**src/hw/tsl_pkg.sv**
```systemverilog
package tsl_pkg;
    localparam int CLK_MHZ          = 100;
    // time figures in their own units
    localparam int SPI_READY_MS     = 50;
    localparam int FULL_READY_MS    = 400;
    localparam int GAP_US           = 500;
    localparam int GRACE_US         = 20;
    localparam int XFER_TIMEOUT_MS  = 10;
    localparam int CAL_BURSTS       = 15;
    // derived cycle counts
    localparam int SPI_READY_CYC    = SPI_READY_MS * 1000 * CLK_MHZ;
    localparam int FULL_READY_CYC   = FULL_READY_MS * 1000 * CLK_MHZ;
    localparam int GAP_CYC          = GAP_US * CLK_MHZ;
    localparam int GRACE_CYC        = GRACE_US * CLK_MHZ;
    localparam int XFER_TIMEOUT_CYC = XFER_TIMEOUT_MS * 1000 * CLK_MHZ;
    localparam int BURST_CYC        = 1000;
    localparam int PROC_CYC         = 200;
    localparam int BYTES_PER_XFER   = 3;
    localparam int NUM_CH           = 10;
    localparam logic [7:0] RST_BYTE = 8'h00;

    typedef enum logic [4:0] {
        TSL_ST_INIT  = 5'h01,
        TSL_ST_BURST = 5'h02,
        TSL_ST_GAP   = 5'h04,
        TSL_ST_PROC  = 5'h08,
        TSL_ST_HOLD  = 5'h10
    } tsl_state_t;

    typedef struct packed {
        logic sck;
        logic ss_n;
        logic mosi;
    } tsl_spi_in_t;

    typedef struct packed {
        logic [7:0] b1;
        logic [7:0] b2;
        logic [7:0] b3;
    } tsl_frame_t;

    typedef struct packed {
        logic spread_en;
        logic lockout_en;
        logic [2:0] low_power_interval_code;
        logic thresh_custom;
    } tsl_cfg_t;
endpackage

```
**src/hw/tsl_spi_shift.sv**
```systemverilog
module tsl_spi_shift
    import tsl_pkg::*;
(
    input  wire logic            clk_i,
    input  wire logic            rst_n_i,
    input  wire logic            active_i,
    input  wire logic            sck_i,
    input  wire logic            ss_n_i,
    input  wire logic            mosi_i,
    input  wire logic            abort_i,
    input  wire tsl_frame_t      tx_i,
    output logic                 miso_o,
    output logic                 byte_done_o,
    output logic [1:0]           byte_idx_o,
    output tsl_frame_t           rx_o,
    output logic                 frame_done_o,
    output logic                 first_edge_o
);
    logic       sck_q;
    logic [2:0] bit_cnt;
    logic [7:0] sh_in;
    logic [7:0] sh_out;
    logic       rise;
    logic       fall;
    logic [7:0] cur_byte;

    function automatic logic [7:0] pick(input tsl_frame_t f, input logic [1:0] i);
        case (i)
            2'h0:    pick = f.b1;
            2'h1:    pick = f.b2;
            default: pick = f.b3;
        endcase
    endfunction

    assign rise = active_i && !ss_n_i && sck_i && !sck_q;
    assign fall = active_i && !ss_n_i && !sck_i && sck_q;

    always_ff @(posedge clk_i) begin
        if (!rst_n_i) begin
            sck_q <= 1'b0;
        end else begin
            sck_q <= sck_i;
        end
    end

    // ss may rise between bytes, so the index survives it
    always_ff @(posedge clk_i) begin
        byte_done_o  <= 1'b0;
        frame_done_o <= 1'b0;
        first_edge_o <= 1'b0;
        if (!rst_n_i || abort_i) begin
            bit_cnt    <= 3'h0;
            byte_idx_o <= 2'h0;
            sh_in      <= 8'h00;
            sh_out     <= pick(tx_i, 2'h0);
            rx_o       <= '0;
        end else if (rise) begin
            sh_in   <= {sh_in[6:0], mosi_i};
            bit_cnt <= bit_cnt + 3'h1;
            if (bit_cnt == 3'h0 && byte_idx_o == 2'h0) begin
                first_edge_o <= 1'b1;
            end
            if (bit_cnt == 3'h7) begin
                byte_done_o <= 1'b1;
                case (byte_idx_o)
                    2'h0:    rx_o.b1 <= {sh_in[6:0], mosi_i};
                    2'h1:    rx_o.b2 <= {sh_in[6:0], mosi_i};
                    default: rx_o.b3 <= {sh_in[6:0], mosi_i};
                endcase
                if (byte_idx_o == 2'(BYTES_PER_XFER - 1)) begin
                    byte_idx_o   <= 2'h0;
                    frame_done_o <= 1'b1;
                end else begin
                    byte_idx_o <= byte_idx_o + 2'h1;
                end
            end
        end else if (fall) begin
            if (bit_cnt == 3'h0) begin
                sh_out <= pick(tx_i, byte_idx_o);
            end else begin
                sh_out <= {sh_out[6:0], 1'b0};
            end
        end else if (ss_n_i && bit_cnt == 3'h0) begin
            sh_out <= pick(tx_i, byte_idx_o);
        end
    end

    // between bytes the next byte's first bit shows before any falling edge
    assign cur_byte = pick(tx_i, byte_idx_o);
    assign miso_o   = (bit_cnt == 3'h0) ? cur_byte[7] : sh_out[7];
endmodule

```
**src/hw/tsl_link.sv**
```systemverilog
// Overview of operation
// - outputs undriven while reset held
// - after reset: ready low, change high
// - serial port live after start-up delay
// - change stays high until status read
// - calibrate over 15 burst sets, no touches
// - touch results valid after 400 ms
// - out-of-range channels disabled, rechecked on recal
// - start free-running, lockout off
// - ready low in burst, high 500 us between
// - ready high while idle unless exchanged
// - after third byte ready low until burst end
// - early exchange raises ready, defers bursts
// - three bytes within 10 ms else reset
// - exchange is exactly three bytes
// - sample rising, shift falling
// - low select blocks deep sleep
// - change rises when status changes
// - change rises when threshold or interval setting applied
// - change falls only after exchange read
// - spread input selects spread bursts
// - three bursts: 3 keys, 4 keys, 3 wheel
// - settings take effect after burst set
module tsl_link
    import tsl_pkg::*;
#(
    parameter int SPI_READY_P  = SPI_READY_CYC,
    parameter int FULL_READY_P = FULL_READY_CYC,
    parameter int GAP_P        = GAP_CYC,
    parameter int TIMEOUT_P    = XFER_TIMEOUT_CYC
)
(
    input  wire logic              clk_i,
    input  wire logic              rst_n_i,
    input  wire tsl_spi_in_t       spi_i,
    input  wire logic              spread_sel_i,
    input  wire logic [6:0]        key_raw_i,
    input  wire logic [7:0]        slider_pos_i,
    input  wire logic [NUM_CH-1:0] ch_in_range_i,
    input  wire logic              recal_i,
    output logic                   miso_o,
    output logic                   miso_oe_o,
    output logic                   burst_idle_flag_o,
    output logic                   burst_idle_flag_oe_o,
    output logic                   change_o,
    output logic                   change_oe_o,
    output logic [1:0]             burst_group_o,
    output logic                   bursting_o,
    output logic                   spread_en_o,
    output logic                   deep_sleep_ok_o,
    output logic                   touch_valid_o,
    output logic [NUM_CH-1:0]      ch_enabled_o,
    output tsl_cfg_t               cfg_o
);
    tsl_spi_in_t    spi_m;
    tsl_spi_in_t    spi_s;
    tsl_state_t     state;
    logic [31:0]    timer;
    logic [31:0]    up_cnt;
    logic [31:0]    xfer_cnt;
    logic [3:0]     burst_sets;
    logic [1:0]     grp;
    logic           spi_live;
    logic           cal_done;
    logic           xfer_open;
    logic           exchanged;
    logic           grace_hold;
    logic           abort;
    logic           miso_raw;
    tsl_frame_t     rx;
    tsl_frame_t     tx;
    logic           frame_done;
    logic           first_edge;
    tsl_cfg_t       cfg_pend;
    logic           cfg_new;
    logic [14:0]    status_q;
    logic [14:0]    status_now;
    logic           spread_m;
    logic           spread_s;

    // two-flop sync of everything from the pins
    always_ff @(posedge clk_i) begin
        if (!rst_n_i) begin
            spi_m    <= '{sck: 1'b0, ss_n: 1'b1, mosi: 1'b0};
            spi_s    <= '{sck: 1'b0, ss_n: 1'b1, mosi: 1'b0};
            spread_m <= 1'b0;
            spread_s <= 1'b0;
        end else begin
            spi_m    <= spi_i;
            spi_s    <= spi_m;
            spread_m <= spread_sel_i;
            spread_s <= spread_m;
        end
    end

    assign status_now = {touch_valid_o ? key_raw_i : 7'h00, slider_pos_i};
    assign tx = '{b1: {1'b0, status_now[14:8]}, b2: status_now[7:0], b3: {2'h0, cfg_o}};
    assign abort = xfer_open && xfer_cnt >= 32'(TIMEOUT_P - 1);

    tsl_spi_shift u_shift (
        .clk_i        (clk_i),
        .rst_n_i      (rst_n_i),
        .active_i     (spi_live),
        .sck_i        (spi_s.sck),
        .ss_n_i       (spi_s.ss_n),
        .mosi_i       (spi_s.mosi),
        .abort_i      (abort),
        .tx_i         (tx),
        .miso_o       (miso_raw),
        .byte_done_o  (),
        .byte_idx_o   (),
        .rx_o         (rx),
        .frame_done_o (frame_done),
        .first_edge_o (first_edge)
    );

    // start-up milestones counted from reset release
    always_ff @(posedge clk_i) begin
        if (!rst_n_i) begin
            up_cnt        <= 32'h0000_0000;
            spi_live      <= 1'b0;
            touch_valid_o <= 1'b0;
        end else begin
            if (up_cnt != 32'hFFFF_FFFF) begin
                up_cnt <= up_cnt + 32'h0000_0001;
            end
            if (up_cnt >= 32'(SPI_READY_P - 1)) begin
                spi_live <= 1'b1;
            end
            if (up_cnt >= 32'(FULL_READY_P - 1) && cal_done) begin
                touch_valid_o <= 1'b1;
            end
        end
    end

    // timeout runs from the first bit of byte one
    always_ff @(posedge clk_i) begin
        if (!rst_n_i || abort || frame_done) begin
            xfer_open <= 1'b0;
            xfer_cnt  <= 32'h0000_0000;
        end else if (first_edge) begin
            xfer_open <= 1'b1;
            xfer_cnt  <= 32'h0000_0000;
        end else if (xfer_open) begin
            xfer_cnt <= xfer_cnt + 32'h0000_0001;
        end
    end

    // acquisition sequencer; the gap timer also measures the grace window
    always_ff @(posedge clk_i) begin
        if (!rst_n_i) begin
            state      <= TSL_ST_INIT;
            timer      <= 32'h0000_0000;
            grp        <= 2'h0;
            burst_sets <= 4'h0;
            cal_done   <= 1'b0;
            grace_hold <= 1'b0;
        end else begin
            timer <= timer + 32'h0000_0001;
            case (state)
                TSL_ST_INIT: begin
                    state <= TSL_ST_BURST;
                    timer <= 32'h0000_0000;
                end
                TSL_ST_BURST: begin
                    if (first_edge && timer < 32'(GRACE_CYC)) begin
                        state      <= TSL_ST_HOLD;
                        grace_hold <= 1'b1;
                    end else if (timer >= 32'(BURST_CYC - 1)) begin
                        timer <= 32'h0000_0000;
                        if (grp == 2'h2) begin
                            grp   <= 2'h0;
                            state <= TSL_ST_PROC;
                            if (burst_sets != 4'(CAL_BURSTS)) begin
                                burst_sets <= burst_sets + 4'h1;
                            end
                            if (burst_sets == 4'(CAL_BURSTS - 1)) begin
                                cal_done <= 1'b1;
                            end
                        end else begin
                            grp   <= grp + 2'h1;
                            state <= TSL_ST_GAP;
                        end
                    end
                end
                TSL_ST_GAP: begin
                    if (timer >= 32'(GAP_P - 1)) begin
                        timer <= 32'h0000_0000;
                        state <= TSL_ST_BURST;
                    end
                end
                TSL_ST_PROC: begin
                    if (timer >= 32'(PROC_CYC - 1)) begin
                        timer <= 32'h0000_0000;
                        state <= TSL_ST_BURST;
                    end
                end
                TSL_ST_HOLD: begin
                    if (frame_done || abort) begin
                        grace_hold <= 1'b0;
                        timer      <= 32'h0000_0000;
                        state      <= TSL_ST_BURST;
                    end
                end
                default: begin
                    state <= TSL_ST_INIT;
                end
            endcase
        end
    end

    // exchange since last burst pulls the idle flag low
    always_ff @(posedge clk_i) begin
        if (!rst_n_i) begin
            exchanged <= 1'b0;
        end else if (frame_done && !grace_hold) begin
            exchanged <= 1'b1;
        end else if (state == TSL_ST_BURST && timer >= 32'(BURST_CYC - 1)) begin
            exchanged <= 1'b0;
        end
    end

    // settings wait for the current burst set to end before use
    always_ff @(posedge clk_i) begin
        if (!rst_n_i) begin
            cfg_pend <= '{spread_en: 1'b0, lockout_en: 1'b0,
                          low_power_interval_code: 3'h0, thresh_custom: 1'b0};
            cfg_o    <= '{spread_en: 1'b0, lockout_en: 1'b0,
                          low_power_interval_code: 3'h0, thresh_custom: 1'b0};
            cfg_new  <= 1'b0;
        end else begin
            if (frame_done) begin
                cfg_pend <= rx.b1[5:0];
                cfg_new  <= 1'b1;
            end else if (state == TSL_ST_PROC && timer == 32'h0000_0000 && cfg_new) begin
                cfg_o   <= cfg_pend;
                cfg_new <= 1'b0;
            end
        end
    end

    // change: hardware set wins over the read clear
    always_ff @(posedge clk_i) begin
        if (!rst_n_i) begin
            status_q <= 15'h0000;
            change_o <= 1'b0;
        end else if (state == TSL_ST_INIT) begin
            change_o <= 1'b1;
        end else begin
            status_q <= status_now;
            if (status_q != status_now && touch_valid_o) begin
                change_o <= 1'b1;
            end else if (state == TSL_ST_PROC && timer == 32'h0000_0000 && cfg_new
                         && (cfg_pend.thresh_custom
                             || cfg_pend.low_power_interval_code
                                != cfg_o.low_power_interval_code)) begin
                change_o <= 1'b1;
            end else if (frame_done) begin
                change_o <= 1'b0;
            end
        end
    end

    // channel enables re-examined at each calibration pass
    always_ff @(posedge clk_i) begin
        if (!rst_n_i) begin
            ch_enabled_o <= '0;
        end else if (recal_i || (!cal_done && state == TSL_ST_PROC)) begin
            ch_enabled_o <= ch_in_range_i;
        end
    end

    // pin drivers, all registered; every enable off in reset
    always_ff @(posedge clk_i) begin
        if (!rst_n_i) begin
            burst_idle_flag_o    <= 1'b0;
            burst_idle_flag_oe_o <= 1'b0;
            change_oe_o          <= 1'b0;
            miso_o               <= 1'b0;
            miso_oe_o            <= 1'b0;
            burst_group_o        <= 2'h0;
            bursting_o           <= 1'b0;
            spread_en_o          <= 1'b0;
            deep_sleep_ok_o      <= 1'b0;
        end else begin
            burst_idle_flag_oe_o <= 1'b1;
            change_oe_o          <= 1'b1;
            burst_idle_flag_o    <= grace_hold
                                 || (!exchanged && state != TSL_ST_BURST
                                     && state != TSL_ST_INIT);
            miso_o               <= miso_raw;
            miso_oe_o            <= spi_live && !spi_s.ss_n;
            burst_group_o        <= grp;
            bursting_o           <= state == TSL_ST_BURST;
            spread_en_o          <= spread_s;
            deep_sleep_ok_o      <= spi_s.ss_n && state == TSL_ST_PROC;
        end
    end
endmodule

```
**config.mk**
```make
export PLATFORM = sky130hd
export DESIGN_NAME = tsl_link
export DESIGN_NICKNAME = d
export VERILOG_FILES = /design/src/hw/tsl_pkg.sv /design/src/hw/tsl_spi_shift.sv /design/src/hw/tsl_link.sv
export SDC_FILE = /design/constraint.sdc
export NUM_CORES = 1
export LEC_CHECK = 0
export BUFFER_PORTS_ARGS = -buffer_cell sky130_fd_sc_hd__buf_2
export CORE_MARGIN = 2
export CORE_UTILIZATION = 30
export CTS_CLUSTER_SIZE = 12
export DETAILED_ROUTE_END_ITERATION = 7
export SLEW_MARGIN = 20
export SYNTH_ARGS = -nofsm -noshare
export SYNTH_HDL_FRONTEND = slang
export SYNTH_HIERARCHICAL = 1
export SYNTH_SLANG_ARGS = --single-unit
```
**constraint.sdc**
```tcl
create_clock -name clk_i -period 7 [get_ports clk_i]
set_input_delay 0.7 -clock clk_i [delete_from_list [all_inputs] [get_ports clk_i]]
set_output_delay 0.7 -clock clk_i [all_outputs]
set_load 0.05 [all_outputs]
```
Yosys cells after proc, flatten, opt, wreduce, memory -nomap -nowiden. Index checks and enable logic that the tools add are counted.

Output and inout port bits: 28. Word-level logic and storage cells: 181. Input bits: 32. Memory bits (writable): 0. Latch bits: 0. Register bits: 196. Memories kept: 0. Memory bits (read-only): 0.

Multipliers: 0. Divide/modulo/power cells: 0. $lt $le $gt $ge: 7. Bitwise operators: 4. Shift-type cells: 0. Add/sub/neg operators: 7. Muxes and demuxes: 37. Equality and inequality tests: 22. Reductions and logical operators: 55.

Operators by type and width (number): $mux 32 (5); $pmux 32 s5 (1); $add 32x1->32 const B (3); $ge 32x10->1 const B (1); $ge 32x16->1 const B (1); $ge 32x20->1 const B (1); $ge 32x23->1 const B (1); $ge 32x26->1 const B (1); $ge 32x8->1 const B (1); $logic_not 32->1 (1); $lt 32x11->1 const B (1); $ne 32x32->1 const B (1); $mux 5 (5); $pmux 5 s5 (1); $mux 8 (3); $mux 7 (3); $logic_and 1x1->1 (20); $pmux 8 s2 (1); $ne 15x15->1 (1); $mux 1 (14); $ne 2x2->1 const B (5); $reduce_and 5->1 (2); $reduce_and 3->1 (3); $reduce_and 2->1 (4); 31 further kinds (52).

Logic depth before layout (Yosys ltp).
Depth in word-level cells: 7. Depth in mapped cells: 10. Depth with buffers taken out: 7.

Hierarchy. Netlist, hierarchy kept.

Modules (own cells, without submodules): tsl_link (seq. area each 3383.2 sq um, area an instance 8112.8 sq um, cells each 956, instances 1); tsl_spi_shift (seq. area each 1041.0 sq um, area an instance 2025.7 sq um, cells each 209, instances 1).

Worst setup path after synthesis. No wires, ideal clock.

Path type: register to register. Start point: reg xfer_cnt[11]. End point: reg u_shift.sh_out[0] (enable). Buffers on the path: 1. Arrival time: 2.072 ns. Required time: 6.713 ns. Library setup time: 0.287 ns. Period minus slack after synthesis: 2.359 ns. Cell stages (with the launch flop): 8. Setup slack: 4.641 ns. Cells stage by stage: dfxtp_1 > or4_1 > a211o_1 > a22oi_2 > nand2_1 > nand2b_1 > clkbuf_1 > a311o_1.

Longest elaborated chain between the ends: 5. Elaborated cells on any way between the ends: 6. Classes of those cells: 1 x order compare; 1 x eq/ne; 4 x reduce/logical.

Ends and longest elaborated chain: start, declared (line tsl_link.sv:60) `logic [31:0] xfer_cnt;`; start signal, assigned (line tsl_link.sv:145) `xfer_cnt <= xfer_cnt + 32'h0000_0001;`; $ge 32x20->1 (*) (line tsl_link.sv:98) `assign abort = xfer_open && xfer_cnt >= 32'(TIMEOUT_P - 1);`; $logic_and 1x1->1 (*) (line tsl_link.sv:98); net abort (line tsl_link.sv:68) `logic abort;`; $logic_or 1x1->1 (*) (line tsl_spi_shift.sv:51) `if (!rst_n_i || abort_i) begin`; $ne 2x2->1 (no source line) / $reduce_bool 3->1 (equally long branches); $reduce_and 2->1 (no source line) (*); end signal, assigned (line tsl_spi_shift.sv:55) `sh_out <= pick(tx_i, 2'h0);`; end signal, assigned (line tsl_spi_shift.sv:79) `sh_out <= pick(tx_i, byte_idx_o);`; end signal, assigned (line tsl_spi_shift.sv:81) `sh_out <= {sh_out[6:0], 1'b0};`; end, declared (line tsl_spi_shift.sv:22) `logic [7:0] sh_out;`.

The timed path passes the listed nets; every way through them passes the cells marked *. A chain may end at the register's enable or synchronous reset.

Worst setup path after layout.
Start point: reg xfer_cnt[11]. End point: reg u_shift.sh_out[7] (enable).

Longest elaborated chain between the ends: 3.

Ends and longest elaborated chain (line): $ge 32x20->1 (tsl_link.sv:98); $logic_and 1x1->1 (tsl_link.sv:98); net abort (tsl_link.sv:68); $logic_or 1x1->1 (tsl_spi_shift.sv:51).

The timed path passes the listed nets, and every way through them passes these cells.

==> impl_metrics.yaml <==
placed_design:
  io_buffers: 59
  gp_congestion: 0.830
  dp_worst_setup_slack_ps: 3970
  dp.cells: 1499
  dpl.hpwl_mm: 15.2
pwr:
  clkPwrFrac: 0.408
  power_mw: 2.45
  comb_power_share: 0.108
  p_int_mw: 1.74
  power_density_nw_per_um2: 231
  seqPwrFrac: 0.484
  p_switching_mw: 0.709
  swShare: 0.290
  leakagePower_nw: 3.48
  ir_worst_vdd_uv: 239
synth:
  syn_area_um2: 9470
  syn_avg_cell_area_um2: 8.62
  syn_inst: 1099
  yosysWarnings: 6
floorplanning:
  fp-row-count: 65
  fp.dieW_um: 182
  core_um2: 31300
  die_area_um2: 33000
  pin_count: 60
  die_h_um: 182
  initial_utilization: 0.302
clock_tree:
  cts_buffers: 17
  ctsHoldBuffers: 0
  worst_skew_pair.late_latency_ps: 440
  clk_pin_slew_worst_paths_ps: 80
  htreeDepth: 4
  cts_root_buf: "clkbuf_16"
  postCtsSetupRepairBufs: 0
  tritoncts: "done"
  ctsResizeCount: 0
  clock_path_buffers: 2
  cts.sinks: 196
critical_path:
  crit_fanout: 15
  cp.arrival_ps: 3010
  r2r_setup_slack_ps: 4130
  endpoint_kind: "flip-flop"
  critical_path_class: "reg2reg"
  cp.required_ps: 7140
  critPathLaunchType: "flip-flop"
global_route:
  grt_remaining_overflow: 0
  grt_max_degree: 68
  grt_pass1_wl_mm: 37.7
  grtUsageTotal: 0.139
  first_global_vias: 7400
  antenna_found_initial: 0
final_layout:
  diodes: 0
  layout-drive-gt1-share: 0.108
  fin_nets: 1157
  areaGrowthSynthToFinish_pct: 12.0
  final_cell_count_no_fill: 1531
sta:
  worst_hold_slack_ps: 410
  hold_viol: 0
  fin_ws_ps: 4130
  fmax_mhz: 348
  tns_ps: 0
  worst_pin_slew_ps: 830
  slew_viol_final: 0
  fin_crit_ps: 2870
  max_slew_margin: 0.445
  final-setup-viol-count: 0
  post-route-period-util: 0.411
  rsz0062_at_grt: "false"
  finClkSkew_ps: 13.2
detailed_routing:
  ant_nets: 0
  first_iter_violations: 487
  remaining_drc_errors: 0
  wl_per_cell_um: 14.6
  postRouteWirelength_mm: 22.4
  num_vias: 8032
  viasPerCell: 5.25
  dr.pass1.iters: 5
hold_path:
  hp-class: "reg2reg"
run_status:
  outcome: "finished clean"
run:
  drv_cap: 0
==> layout by cell type (no fill, tap or decap), types with 16 or more instances in the layout <==
cell type    n
inv_1       22
a311oi_1    31
nor2_1      88
xor2_1      29
a21oi_1     71
mux2i_1     23
buf_2       59
clkbuf_16   17
or4_1       24
or3_1       17
nand3_1     57
o21ai_1     22
and2_1      23
nor4_1      36
nand2_1    110
dfxtp_1    188
nand4_1     35
o21ai_0     24
nor3_1      22
and3_1      16
xnor2_1     50
o31ai_1     16
==> final cells by class <==
cell class                 instances  area (µm²)
clock buffer                      17         425
clock inverter                    15         166
fill                            3236       20700
inverter                          23        87.6
multi-input combinational        811        5060
sequential                       196        4000
tap                              402         503
timing repair buffer              67         355
==> routing by layer <==
layer  wire (µm)  track usage
met5           0            0
met4         244       0.0407
met3         830       0.0297
met2       10500        0.222
met1       10900        0.187
==> registers in the layout (all words and copies together) (netlist names), 2 cells and up <==
signal,flops
grp,2
u_shift/byte_idx_o,2
cfg_o,6
timer,32
ch_enabled_o,10
burst_group_o,2
u_shift/bit_cnt,3
u_shift/sh_in,5
xfer_cnt,32
up_cnt,32
spi_s,3
u_shift/rx_o,6
cfg_pend,6
u_shift/sh_out,8
spi_m,3
state,5
status_q,15
burst_sets,4
==> critical path, cell delays in order (launching register included) <==
cell      delay, ps
dfxtp_1         350
or4_1           560
a211o_1         250
a22oi_2         250
nand2_1         100
nand2b_1        410
a311o_1         640
==> power by group through the flow <==
stage | clock, mW | combinational, mW | sequential [mW]
2_1_floorplan | 0 | 0.165 | 1.23
3_3_place_gp | 0 | 0.268 | 1.21
3_5_place_dp | 0 | 0.268 | 1.21
4_1_cts | 1.03 | 0.269 | 1.19
5_1_grt | 1.08 | 0.294 | 1.19
6_report | 0.998 | 0.264 | 1.19
==> final timing paths <==
path	depth (start not counted)	to	startpoint
hold / removal	1	spi_s[1]	spi_m[1]
hold reg to reg	1	spi_s[1]	spi_m[1]
setup reg to reg	6	u_shift/sh_out[7]	xfer_cnt[11]
setup / recovery	6	u_shift/sh_out[7]	xfer_cnt[11]
==> through the flow <==
stage          instance area [µm²]  utilization
2_1_floorplan                 9480            -
3_3_place_gp                 10000        0.320
3_5_place_dp                 10000        0.320
4_1_cts                      10600        0.339
5_1_grt                      10600        0.339
6_report                     10600        0.339
Power figures use the tool's default switching activity.
